### config.mk
export PLATFORM = sky130hd
export DESIGN_NAME = sac_top
export DESIGN_NICKNAME = d
export VERILOG_FILES = /design/src/design/sac_top.v
export VERILOG_INCLUDE_DIRS = /design/src /design/src/design
export SDC_FILE = /design/constraint.sdc
export NUM_CORES = 1
export LEC_CHECK = 0
export ABC_AREA = 1
export ABC_CLOCK_PERIOD_IN_PS = 2800
export BUFFER_PORTS_ARGS = -buffer_cell sky130_fd_sc_hd__buf_2
export CORE_ASPECT_RATIO = 1.4
export CORE_UTILIZATION = 57
export CTS_CLUSTER_DIAMETER = 30
export DETAILED_ROUTE_END_ITERATION = 10
export GPL_TIMING_DRIVEN = 1
export PLACE_DENSITY_LB_ADDON = 0.3
export SYNTH_ARGS = -nofsm -noshare
export SYNTH_HDL_FRONTEND = slang
export SYNTH_SLANG_ARGS = --single-unit
### constraint.sdc
create_clock -name clk_i -period 2.8 [get_ports clk_i]
set_input_delay 0.84 -clock clk_i [delete_from_list [all_inputs] [get_ports clk_i]]
set_output_delay 0.84 -clock clk_i [all_outputs]
set_load 0.05 [all_outputs]
### src/design/sac_map.vh
// constants for the serial converter control block
// Operation
// direction bit picks MSB or LSB first next
// format 0 gives unsigned binary result
// format 1 inverts MSB for two's complement
// format applies to following conversion only
// end flag high at reset and sampling
// end flag drops after last falling edge
// end flag rises when result latched
// first bit shown at end flag rise
// first bit shown at debounced select fall
// serial output forced zero while converting
// each falling edge advances to next bit
// 12-bit result, MSB justified, pad or truncate
// select high floats output, then inhibits clock
// select low resets after debounce time
// host keeps shift clock low after reset
// select abort keeps previous result buffered
// address 1110 enters power down at edge four
// power down skips conversion, serial stays active
// power on starts in power down
// address codes pick inputs and test voltages
// sampling from edge four to last edge
// one trial bit per step, MSB first
// length 00 or 10 gives 12 clocks
// length 11 gives 16, 01 gives 8
// command MSB first, top four bits address
// conversion is fixed steps of clock cycles
`ifndef SAC_MAP_VH
`define SAC_MAP_VH
`define SAC_CLK_NS      10
`define SAC_RES_W       12
`define SAC_CMD_W       8
`define SAC_ADDR_PD     4'he
`define SAC_LEN_8       2'b01
`define SAC_LEN_16      2'b11
`define SAC_BITS_8      5'h08
`define SAC_BITS_12     5'h0c
`define SAC_BITS_16     5'h10
`define SAC_PAD_BITS    5'h04
`define SAC_SAMPLE_EDGE 5'h04
`define SAC_LEN_RISE    5'h05
`define SAC_CS_DEB_NS   200
`define SAC_CS_DEB_CYC  ((`SAC_CS_DEB_NS + `SAC_CLK_NS - 1) / `SAC_CLK_NS)
`define SAC_STEP_NS     800
`define SAC_STEP_CYC    (`SAC_STEP_NS / `SAC_CLK_NS)
`define SAC_FIFO_DEPTH  16
`define SAC_FIFO_AW     4
`endif

### src/design/sac_top.v
// serial converter control: result fifo and top level
`timescale 1ns/1ps
`include "sac_map.vh"

module sac_fifo #(
  parameter W  = 12,
  parameter D  = 16,
  parameter AW = 4
) (
  // clock and reset
  input  wire         clk_i,
  input  wire         reset_i,
  // fill side
  input  wire         in_valid_i,
  output wire         in_ready_o,
  input  wire [W-1:0] in_data_i,
  // drain side
  output wire         out_valid_o,
  input  wire         out_ready_i,
  output wire [W-1:0] out_data_o
);
  reg [W-1:0]  mem [0:D-1];
  reg [AW-1:0] wr_ptr_ff;
  reg [AW-1:0] rd_ptr_ff;
  reg [AW:0]   count_ff;
  wire         do_wr;
  wire         do_rd;

  assign in_ready_o  = (count_ff != D[AW:0]);
  assign out_valid_o = (count_ff != {(AW+1){1'b0}});
  assign out_data_o  = mem[rd_ptr_ff];
  assign do_wr       = in_valid_i & in_ready_o;
  assign do_rd       = out_valid_o & out_ready_i;

  always @(posedge clk_i) begin
    if (do_wr) begin
      mem[wr_ptr_ff] <= in_data_i;
    end
  end

  always @(posedge clk_i) begin
    if (reset_i) begin
      wr_ptr_ff <= {AW{1'b0}};
      rd_ptr_ff <= {AW{1'b0}};
      count_ff  <= {(AW+1){1'b0}};
    end else begin
      if (do_wr) begin
        wr_ptr_ff <= (wr_ptr_ff == D[AW-1:0] - 1'b1) ? {AW{1'b0}} : wr_ptr_ff + 1'b1;
      end
      if (do_rd) begin
        rd_ptr_ff <= (rd_ptr_ff == D[AW-1:0] - 1'b1) ? {AW{1'b0}} : rd_ptr_ff + 1'b1;
      end
      if (do_wr && !do_rd) begin
        count_ff <= count_ff + 1'b1;
      end else if (do_rd && !do_wr) begin
        count_ff <= count_ff - 1'b1;
      end
    end
  end
endmodule // sac_fifo

module sac_top #(
  parameter DEB_CYC  = `SAC_CS_DEB_CYC,
  parameter STEP_CYC = `SAC_STEP_CYC,
  parameter DEPTH    = `SAC_FIFO_DEPTH
) (
  // clock and reset
  input  wire        clk_i,
  input  wire        reset_i,
  // serial pins from host
  input  wire        cs_n_i,
  input  wire        io_clk_i,
  input  wire        data_in_i,
  // serial output pin
  output wire        data_out_o,
  output wire        data_out_oe_o,
  // status pin
  output wire        eoc_o,
  // analogue array control
  input  wire        cmp_below_i,
  output wire        sample_o,
  output wire [3:0]  mux_sel_o,
  output wire [11:0] trial_o,
  output wire        power_down_o
);
  localparam ST_IDLE  = 2'b00;
  localparam ST_CONV  = 2'b01;
  localparam ST_LATCH = 2'b10;

  // pin synchronisers
  reg        cs_s1_ff;
  reg        cs_s2_ff;
  reg        ck_s1_ff;
  reg        ck_s2_ff;
  reg        ck_d_ff;
  reg        din_s1_ff;
  reg        din_s2_ff;
  reg        cmp_s1_ff;
  reg        cmp_s2_ff;
  // chip select debounce
  reg        cs_deb_ff;
  reg [15:0] deb_cnt_ff;
  // control state
  reg [1:0]  state_ff;
  reg        pd_ff;
  reg        eoc_ff;
  reg        sample_ff;
  reg        dout_ff;
  reg        oe_ff;
  reg [4:0]  fall_ff;
  reg [4:0]  rise_ff;
  reg [7:0]  cmd_ff;
  reg [1:0]  len_ff;
  reg [3:0]  mux_ff;
  reg [11:0] res_ff;
  reg        res_lsbf_ff;
  reg        fmt_conv_ff;
  reg [11:0] trial_ff;
  reg [3:0]  step_ff;
  reg [15:0] step_cnt_ff;
  reg        push_ff;
  reg [11:0] push_data_ff;

  wire        ck_rise;
  wire        ck_fall;
  wire        cs_deb_fall;
  wire [4:0]  nxt_fall;
  wire        fifo_in_ready;
  wire        fifo_out_valid;
  wire [11:0] fifo_out_data;
  wire        pop;
  wire        push_go;

  // transfer length in clocks from length field
  function [4:0] len_bits;
    input [1:0] ln;
    begin
      case (ln)
        `SAC_LEN_8:  len_bits = `SAC_BITS_8;
        `SAC_LEN_16: len_bits = `SAC_BITS_16;
        default:     len_bits = `SAC_BITS_12;
      endcase
    end
  endfunction

  // serial bit k of a stored result
  function out_bit;
    input [11:0] r;
    input        lsbf;
    input [1:0]  ln;
    input [4:0]  k;
    reg   [4:0]  j;
    begin
      out_bit = 1'b0;
      j       = 5'h00;
      if (!lsbf) begin
        if (k < `SAC_BITS_12) begin
          j       = 5'h0b - k;
          out_bit = r[j[3:0]];
        end
      end else begin
        case (ln)
          `SAC_LEN_16: begin
            if (k >= `SAC_PAD_BITS && k < `SAC_BITS_16) begin
              j       = k - `SAC_PAD_BITS;
              out_bit = r[j[3:0]];
            end
          end
          `SAC_LEN_8: begin
            if (k < `SAC_BITS_8) begin
              j       = k + `SAC_PAD_BITS;
              out_bit = r[j[3:0]];
            end
          end
          default: begin
            if (k < `SAC_BITS_12) begin
              out_bit = r[k[3:0]];
            end
          end
        endcase
      end
    end
  endfunction

  assign ck_rise     = ck_s2_ff & ~ck_d_ff;
  assign ck_fall     = ~ck_s2_ff & ck_d_ff;
  assign cs_deb_fall = cs_deb_ff & ~cs_s2_ff & (deb_cnt_ff == DEB_CYC[15:0] - 16'h0001);
  assign nxt_fall    = fall_ff + 5'h01;
  assign pop         = (state_ff == ST_LATCH);
  // a cut conversion leaves no stale word queued
  assign push_go     = push_ff & ~cs_deb_fall;

  sac_fifo #(
    .W  (`SAC_RES_W),
    .D  (DEPTH),
    .AW (`SAC_FIFO_AW)
  ) u_fifo (
    .clk_i       (clk_i),
    .reset_i     (reset_i),
    .in_valid_i  (push_go),
    .in_ready_o  (fifo_in_ready),
    .in_data_i   (push_data_ff),
    .out_valid_o (fifo_out_valid),
    .out_ready_i (pop),
    .out_data_o  (fifo_out_data)
  );

  always @(posedge clk_i) begin
    if (reset_i) begin
      cs_s1_ff  <= 1'b1;
      cs_s2_ff  <= 1'b1;
      ck_s1_ff  <= 1'b0;
      ck_s2_ff  <= 1'b0;
      ck_d_ff   <= 1'b0;
      din_s1_ff <= 1'b0;
      din_s2_ff <= 1'b0;
      cmp_s1_ff <= 1'b0;
      cmp_s2_ff <= 1'b0;
    end else begin
      cs_s1_ff  <= cs_n_i;
      cs_s2_ff  <= cs_s1_ff;
      ck_s1_ff  <= io_clk_i;
      ck_s2_ff  <= ck_s1_ff;
      ck_d_ff   <= ck_s2_ff;
      din_s1_ff <= data_in_i;
      din_s2_ff <= din_s1_ff;
      cmp_s1_ff <= cmp_below_i;
      cmp_s2_ff <= cmp_s1_ff;
    end
  end

  // select debounce, both directions
  always @(posedge clk_i) begin
    if (reset_i) begin
      cs_deb_ff  <= 1'b1;
      deb_cnt_ff <= 16'h0000;
      oe_ff      <= 1'b0;
    end else begin
      oe_ff <= ~cs_s2_ff;
      if (cs_s2_ff == cs_deb_ff) begin
        deb_cnt_ff <= 16'h0000;
      end else if (deb_cnt_ff == DEB_CYC[15:0] - 16'h0001) begin
        deb_cnt_ff <= 16'h0000;
        cs_deb_ff  <= cs_s2_ff;
      end else begin
        deb_cnt_ff <= deb_cnt_ff + 16'h0001;
      end
    end
  end

  // sequencer: shift, sample, convert, latch
  always @(posedge clk_i) begin
    if (reset_i) begin
      state_ff     <= ST_IDLE;
      pd_ff        <= 1'b1;
      eoc_ff       <= 1'b1;
      sample_ff    <= 1'b0;
      dout_ff      <= 1'b0;
      fall_ff      <= 5'h00;
      rise_ff      <= 5'h00;
      cmd_ff       <= 8'h00;
      len_ff       <= 2'b00;
      mux_ff       <= 4'h0;
      res_ff       <= 12'h000;
      res_lsbf_ff  <= 1'b0;
      fmt_conv_ff  <= 1'b0;
      trial_ff     <= 12'h000;
      step_ff      <= 4'h0;
      step_cnt_ff  <= 16'h0000;
      push_ff      <= 1'b0;
      push_data_ff <= 12'h000;
    end else if (cs_deb_fall) begin
      // abort keeps last latched result
      state_ff    <= ST_IDLE;
      eoc_ff      <= 1'b1;
      sample_ff   <= 1'b0;
      fall_ff     <= 5'h00;
      rise_ff     <= 5'h00;
      push_ff     <= 1'b0;
      step_cnt_ff <= 16'h0000;
      trial_ff    <= 12'h000;
      step_ff     <= 4'h0;
      dout_ff     <= out_bit(res_ff, res_lsbf_ff, len_ff, 5'h00);
    end else begin
      case (state_ff)
        ST_IDLE: begin
          if (!cs_deb_ff) begin
            if (ck_rise && rise_ff < `SAC_BITS_8) begin
              cmd_ff  <= {cmd_ff[6:0], din_s2_ff};
              rise_ff <= rise_ff + 5'h01;
              if (rise_ff == `SAC_LEN_RISE) begin
                len_ff <= {cmd_ff[0], din_s2_ff};
              end
            end
            if (ck_fall) begin
              fall_ff <= nxt_fall;
              dout_ff <= out_bit(res_ff, res_lsbf_ff, len_ff, nxt_fall);
              if (nxt_fall == `SAC_SAMPLE_EDGE) begin
                if (cmd_ff[3:0] == `SAC_ADDR_PD) begin
                  pd_ff <= 1'b1;
                end else begin
                  pd_ff     <= 1'b0;
                  sample_ff <= 1'b1;
                  mux_ff    <= cmd_ff[3:0];
                end
              end
              if (nxt_fall == len_bits(len_ff)) begin
                res_lsbf_ff <= cmd_ff[1];
                fmt_conv_ff <= cmd_ff[0];
                fall_ff     <= 5'h00;
                rise_ff     <= 5'h00;
                if (!pd_ff) begin
                  state_ff    <= ST_CONV;
                  eoc_ff      <= 1'b0;
                  sample_ff   <= 1'b0;
                  dout_ff     <= 1'b0;
                  trial_ff    <= 12'h800;
                  step_ff     <= 4'hb;
                  step_cnt_ff <= 16'h0000;
                end else begin
                  // power down: no conversion, old result stays
                  dout_ff <= out_bit(res_ff, cmd_ff[1], len_ff, 5'h00);
                end
              end
            end
          end
        end
        ST_CONV: begin
          if (push_ff) begin
            if (fifo_in_ready) begin
              push_ff  <= 1'b0;
              state_ff <= ST_LATCH;
            end
          end else if (step_cnt_ff == STEP_CYC[15:0] - 16'h0001) begin
            step_cnt_ff        <= 16'h0000;
            trial_ff[step_ff]  <= cmp_s2_ff;
            if (step_ff != 4'h0) begin
              trial_ff[step_ff - 4'h1] <= 1'b1;
              step_ff                  <= step_ff - 4'h1;
            end else begin
              push_ff      <= 1'b1;
              push_data_ff <= {trial_ff[11] ^ fmt_conv_ff, trial_ff[10:1], cmp_s2_ff};
            end
          end else begin
            step_cnt_ff <= step_cnt_ff + 16'h0001;
          end
        end
        ST_LATCH: begin
          if (fifo_out_valid) begin
            res_ff   <= fifo_out_data;
            eoc_ff   <= 1'b1;
            state_ff <= ST_IDLE;
            fall_ff  <= 5'h00;
            rise_ff  <= 5'h00;
            dout_ff  <= out_bit(fifo_out_data, res_lsbf_ff, len_ff, 5'h00);
          end
        end
        default: begin
          state_ff <= ST_IDLE;
        end
      endcase
    end
  end

  // outputs straight from flops
  assign data_out_o    = dout_ff;
  assign data_out_oe_o = oe_ff;
  assign eoc_o         = eoc_ff;
  assign sample_o      = sample_ff;
  assign mux_sel_o     = mux_ff;
  assign trial_o       = trial_ff;
  assign power_down_o  = pd_ff;
endmodule // sac_top

==> results.py, run 1 <==
metrics = {
    "timing": {
        "setup_viol": 0,
        "period_share_pct": 92.8,
        "fmax_mhz": 385,
        "drv_slew": 0,
        "timing.hold.ws_ns": 0.399,
        "report.final.hold_viol_count": 0,
        "setup_ws_ns": 0.200,
        "post-route-min-period_ns": 2.60,
        "finalClockSkew_ns": 0.0141,
        "worst_pin_slew_ns": 0.782,
        "relSlewSlack_pct": 47.8,
    },
    "cts": {
        "hold_buffers": 0,
        "clock-sinks": 321,
        "cts_buffers": 45,
        "root_buffer": "clkbuf_16",
        "htreeDepth": 2,
        "cts_tree": "built",
        "clock_latency_ns": 0.56,
        "path_clk_slew_ns": 0.06,
        "cts_buffer_depth": 3,
    },
    "worst_setup_path": {
        "crit_end": "u_fifo.count_ff[4]",
        "crit_arrival_ns": 3.04,
        "timing_worst_setup_path_type": "flip-flop to flip-flop",
        "worstSetupStartpoint": "deb_cnt_ff[1]",
        "rr_endpoint": "u_fifo.count_ff[4]",
        "worst-r2r-setup-slack_ns": 0.20,
        "crit_required_ns": 3.24,
        "cp-end-kind": "flip-flop",
        "critical_path.startpoint_type": "flip-flop",
        "reg2reg_from": "deb_cnt_ff[1]",
        "crit_fanout": 4,
        "ff2ff_path_depth": 18,
    },
    "detailed_routing": {
        "drt_iter0_drc": 813,
        "via_count": 10800,
        "ant_nets": 0,
        "via_per_inst": 5.74,
        "firstDrtPassIters": 5,
        "drc": 0,
        "wire_per_inst_um": 17.5,
        "wirelength_um": 33000,
    },
    "power_and_ir_drop": {
        "finalPower_mw": 10.8,
        "power_density_nw_per_um2": 658,
        "cellLeakagePower_nw": 5.68,
        "ir_drop_uv": 531,
    },
    "logic_synthesis": {
        "synth_edf_count": 192,
        "avgSynthCellArea_um2": 9.57,
        "ys_warn_count": 0,
        "synth_cells": 1475,
        "ys_types": 49,
        "syn-cell-area_um2": 14100,
        "synth_top_area_share_pct": 40.9,
        "ys_seq_elements": 321,
        "synthTopCellsByCount": "241 x nor2_1, 192 x edfxtp_1, 181 x nand2_1",
        "synth_area_leaders": "edfxtp_1 41%, dfxtp_1 18%, nor2_1 6.4%",
        "syn_nets": 1506,
        "seq_area_frac_synth_pct": 59.1,
        "synthArstFlopShare_pct": 0,
        "ys.flop_type": "edfxtp_1",
        "yosysMostFrequentCell": "nor2_1",
        "synth_area_leader_cell": "edfxtp_1",
    },
    "floorplan": {
        "die_h_um": 188,
        "core_um2": 24100,
        "initial_core_util_pct": 58.5,
        "die_area_um2": 25400,
        "ios": 27,
        "fp.dieW_um": 135,
        "rows": 67,
    },
    "status": {
        "status": "finished, final reports clean",
    },
    "layout": {
        "drive_gt1_share_pct": 13.3,
        "nets": 1565,
        "areaGrowthSynthToFinish_pct": 15.8,
        "diodes": 0,
        "post-route-util_pct": 67.7,
        "post-route-cell-area_um2": 16300,
    },
    "min_path": {
        "hold_path_class": "flip-flop to flip-flop",
    },
    "grt": {
        "grt_util_all_layers_pct": 26.9,
        "grt_pass1_vias": 10800,
        "grt_pass1_wl_um": 53300,
        "grt_start_max_net_pins": 100,
        "overflow": 0,
        "antenna_found_initial": 0,
    },
    "place": {
        "pre_cts_ws_ns": 0.0820,
        "io_buffers": 26,
        "place_congestion": 0.919,
        "dp_hpwl_um": 21800,
        "placed_area_um2": 14800,
    },
    "run": {
        "cap_viol_max_count": 0,
    },
}
per-stage QoR:
step           setup TNS, ns  instances
2_1_floorplan              0       1475
3_3_place_gp               0       1796
3_5_place_dp               0       1796
4_1_cts                    0       1880
5_1_grt             -0.00515       1881
6_report                   0       1881
cell families (layout without fill, tap and decap cells):
kind of cell | count (synthesis) | count (layout) | synth area share, %
XOR/XNOR | 17 | 17 | 1.05
AND/OR/NAND/NOR | 568 | 568 | 17.3
buffers and inverters | 213 | 309 | 6.05
adder cells (fa/ha/maj) | 25 | 25 | 2.27
AO/OA/AOI/OAI | 331 | 331 | 14.1
flip-flops | 321 | 321 | 59.1
layout by cell type, fill, tap and decap left out, types with 4 or more instances in the layout:
cell / instances
buf_2: 26
a221oi_1: 4
xor2_1: 13
o211ai_1: 20
inv_2: 4
nand2_2: 5
clkinv_1: 4
a22oi_2: 9
o221ai_1: 24
clkinvlp_4: 4
a31oi_1: 5
clkinv_2: 5
nand3_1: 81
xnor2_1: 4
nand4_1: 12
clkinv_8: 7
o21ai_0: 153
edfxtp_1: 192
a211oi_2: 6
a211oi_1: 8
nor2_1: 241
nor4_1: 9
inv_6: 6
nand2_1: 181
a21oi_1: 78
ha_1: 23
buf_4: 52
nor3_1: 19
dfxtp_1: 127
clkinv_4: 6
clkbuf_16: 46
inv_1: 136
o22ai_1: 13
flip-flops by register name, summed over array words and instances, names as in the netlist, 5 cells and up, named ones only:
name	cells
step_cnt_ff	16
deb_cnt_ff	16
fall_ff	5
res_ff	12
rise_ff	5
trial_o	12
u_fifo.mem	192
push_data_ff	12
u_fifo.count_ff	5
power breakdown:
group          total, mW  switching [mW]  internal, mW
Combinational     0.0669          0.0482        0.0187
Sequential          4.96         0.00421          4.96
Clock               5.73            2.32          3.41
layout make-up:
| cell class | instances | area, µm² |
|---|---|---|
| timing repair buffer | 80 | 561 |
| sequential | 321 | 8350 |
| multi-input combinational | 941 | 4930 |
| clock buffer | 49 | 1160 |
| fill | 1786 | 7800 |
| tap | 310 | 388 |
| clock inverter | 35 | 403 |
| inverter | 145 | 553 |
worst min path at each step:
stage               from         to  slack [ns]  cells after the start
2_1_floorplan   ck_s1_ff   ck_s2_ff        0.39                      2
3_3_place_gp   cmp_s1_ff  cmp_s2_ff        0.40                      2
6_report       din_s1_ff  din_s2_ff        0.40                      2
4_1_cts        din_s1_ff  din_s2_ff        0.41                      2
5_1_grt        din_s1_ff  din_s2_ff        0.43                      2
3_5_place_dp   din_s1_ff  din_s2_ff        0.40                      2
per-layer routing:
layer	track usage [%]	part of all wire, %	vias up
li1	-	-	5223
met1	30.4	39	5164
met2	49.2	53	328
met3	3.71	4.9	81
met4	12.8	3.5	0
met5	0	0	-
what timing repair did:
action	4_1_cts	5_1_grt
endpoints found under the setup margin	0	2
resized for setup	0	6
buffers inserted	0	1
critical path: stages, from the launching register on:
cell and delay [ns]:
dfxtp_1 0.35, ha_2 0.19, nand3_1 0.12, nor2_1 0.12
nand2_1 0.09, inv_1 0.07, nand2_1 0.07, nand2_1 0.09
inv_1 0.06, ha_1 0.21, inv_2 0.10, ha_1 0.28
a21o_1 0.19, a31oi_2 0.15, nor2_1 0.06, nor2_1 0.08
nand2_1 0.07, o21ai_1 0.13, a21oi_1 0.05
No activity file was read; power rests on OpenSTA's default activity.
==> inputs of run 2 (changes only) <==
==> constraint.sdc (replaced) <==
create_clock -name clk_i -period 2.8 [get_ports clk_i]
set_input_delay 0 -clock clk_i [delete_from_list [all_inputs] [get_ports clk_i]]
set_output_delay 0 -clock clk_i [all_outputs]
set_load 0.05 [all_outputs]
==> run 2 against run 1 <==
  * Setup slack worse by 0.0023 ns
  * Sequential power is essentially flat
  * Clock power decreased by 3%
  * Global-route usage is 0.14 points higher
  * Flip-flop and latch count did not move
  * Wire length grew 1.6%
  * Critical path depth is 2 lower
  * First-iteration DRC count is 2.6% higher
  * Register-to-register slack is essentially flat
  * Clock-buffer cell count fell by 1
  * Cell count down 0.43%
  * Die area stayed put
  * Critical path type unchanged
  * Largest cell class unchanged
==> results.py, run 2 (same netlist as run 1, synthesis figures left out) <==
metrics = {
    "worst_setup_path": {
        "timing_worst_setup_path_type": "flip-flop to flip-flop",
        "cp_cell_sequence": "ha_2 > nand3_1 > nor2_1 > nand2_1 > inv_1 > nand2_1 > nand2_1 > inv_1 > ha_1 > inv_2 > ha_1 > a21o_1 > a31oi_1 > xnor2_1 > o21ai_1 > inv_1",
        "crit_fanout": 4,
        "crit_slowest_cell": "dfxtp_1",
        "critical_path.startpoint_type": "flip-flop",
        "crit_family": "adder cells",
        "cp-end-kind": "flip-flop",
        "crit_required_ns": 3.21,
        "cpPeakStageDelay_ns": 0.35,
        "worst-path-buf-inv": 4,
        "crit_arrival_ns": 3.02,
    },
    "layout": {
        "largestRegisters": "u_fifo.mem x192, deb_cnt_ff x16, step_cnt_ff x16",
        "drive_gt1_share_pct": 12.3,
        "nets": 1562,
        "areaGrowthSynthToFinish_pct": 15.4,
        "largest_reg_flops": 192,
        "final_common_cell": "nor2_1",
        "fill_cells": 1821,
        "top_register": "u_fifo.mem",
        "layout_common_cells": "241 x nor2_1, 192 x edfxtp_1, 181 x nand2_1",
        "diodes": 0,
    },
    "power_and_ir_drop": {
        "cellLeakagePower_nw": 5.64,
        "power_density_nw_per_um2": 651,
        "ir_drop_uv": 494,
        "finalPower_mw": 10.6,
    },
    "detailed_routing": {
        "wire_per_inst_um": 17.9,
        "drt_iter0_drc": 834,
        "firstDrtPassIters": 7,
        "via_count": 10900,
        "via_per_inst": 5.80,
        "wirelength_um": 33500,
        "drc": 0,
        "ant_nets": 0,
    },
    "cts": {
        "cts_buffer_depth": 3,
        "path_clk_slew_ns": 0.06,
        "postCtsSetupRepairBufs": 0,
        "root_buffer": "clkbuf_16",
        "cts_buffers": 41,
        "cts_tree": "built",
        "clock_latency_ns": 0.53,
        "clock-sinks": 321,
        "htreeDepth": 2,
    },
    "grt": {
        "top_usage_layer": "met2",
        "grt_pass1_vias": 10600,
        "grt_util_all_layers_pct": 27.0,
        "grtUsageMet3_pct": 3.39,
        "grt_pass1_wl_um": 53600,
        "grt_start_max_net_pins": 100,
        "antenna_found_initial": 0,
        "overflow": 0,
        "grt_util_met1_pct": 31.4,
        "grt_use_met2_pct": 49.6,
    },
    "place": {
        "dp_hpwl_um": 21800,
        "place_congestion": 0.945,
        "io_buffers": 26,
        "pre_cts_ws_ns": 0.150,
    },
    "timing": {
        "setup_ws_ns": 0.198,
        "post-route-min-period_ns": 2.60,
        "fin_setup_tns_ns": 0,
        "drv_slew": 0,
        "worst_pin_slew_ns": 0.763,
        "timing.hold.ws_ns": 0.219,
        "setup_viol": 0,
        "finalClockSkew_ns": 0.0216,
        "report.final.hold_viol_count": 0,
        "relSlewSlack_pct": 49.1,
        "rsz0062_at_grt": "true",
        "period_share_pct": 92.9,
        "fmax_mhz": 384,
    },
    "floorplan": {
        "core_um2": 24100,
        "ios": 27,
        "die_h_um": 188,
        "rows": 67,
        "initial_core_util_pct": 58.5,
        "fp.dieW_um": 135,
        "die_area_um2": 25400,
    },
    "min_path": {
        "hold_path_class": "input port to flip-flop",
    },
    "run": {
        "cap_viol_max_count": 0,
    },
    "status": {
        "status": "finished, final reports clean",
    },
}
## run 2: final cells by class
type | count | area, µm² | area share (%)
tap | 310 | 388 | 2.38
multi-input combinational | 941 | 4940 | 30.3
clock buffer | 48 | 1100 | 6.78
clock inverter | 27 | 379 | 2.33
timing repair buffer | 81 | 573 | 3.52
inverter | 145 | 553 | 3.40
sequential | 321 | 8350 | 51.3
## run 2: what timing repair did
action                                  in CTS  in global routing
endpoints found under the setup margin       0                  2
endpoints found under the hold margin       11                  0
hold buffers                                 7                  0
resized for setup                            0                  7
## run 2: stage by stage
step                      instances  utilization, %  area, µm²
after floorplan                1475               -      14100
after global placement         1791            60.9      14700
after detailed placement       1791            60.9      14700
after CTS                      1873            67.3      16300
after global routing           1873            67.5      16300
final                          1873            67.5      16300
## run 2: final timing paths
kind              slack, ns                 end  depth (start not counted)           from
setup / recovery       0.20  u_fifo.count_ff[3]                         16  deb_cnt_ff[0]
hold / removal         0.22           cmp_s1_ff                          4    cmp_below_i
setup reg to reg       0.20  u_fifo.count_ff[3]                         16  deb_cnt_ff[0]
hold reg to reg        0.41           cmp_s2_ff                          2      cmp_s1_ff
## run 2: power by group
group / internal [mW] / leakage (nW) / total [mW] / switching [mW]
logic: 0.0239 / 2.56 / 0.0742 / 0.0502
registers: 4.96 / 2.36 / 4.96 / 0.00433
clock network: 3.46 / 0.717 / 5.57 / 2.11
total: 8.44 / 5.64 / 10.6 / 2.16
## run 2: per-layer routing
layer	part of all wire, %	routed length (µm)
met1	38	12800
met4	3.4	1150
met3	5.3	1760
met2	53	17800
met5	0	0
## run 2: tightest hold or removal path, cell delays in order
cell and delay [ns]:
dlygate4sd3_1 0.52, buf_2 0.09, inv_1 0.03, nor2_1 0.06
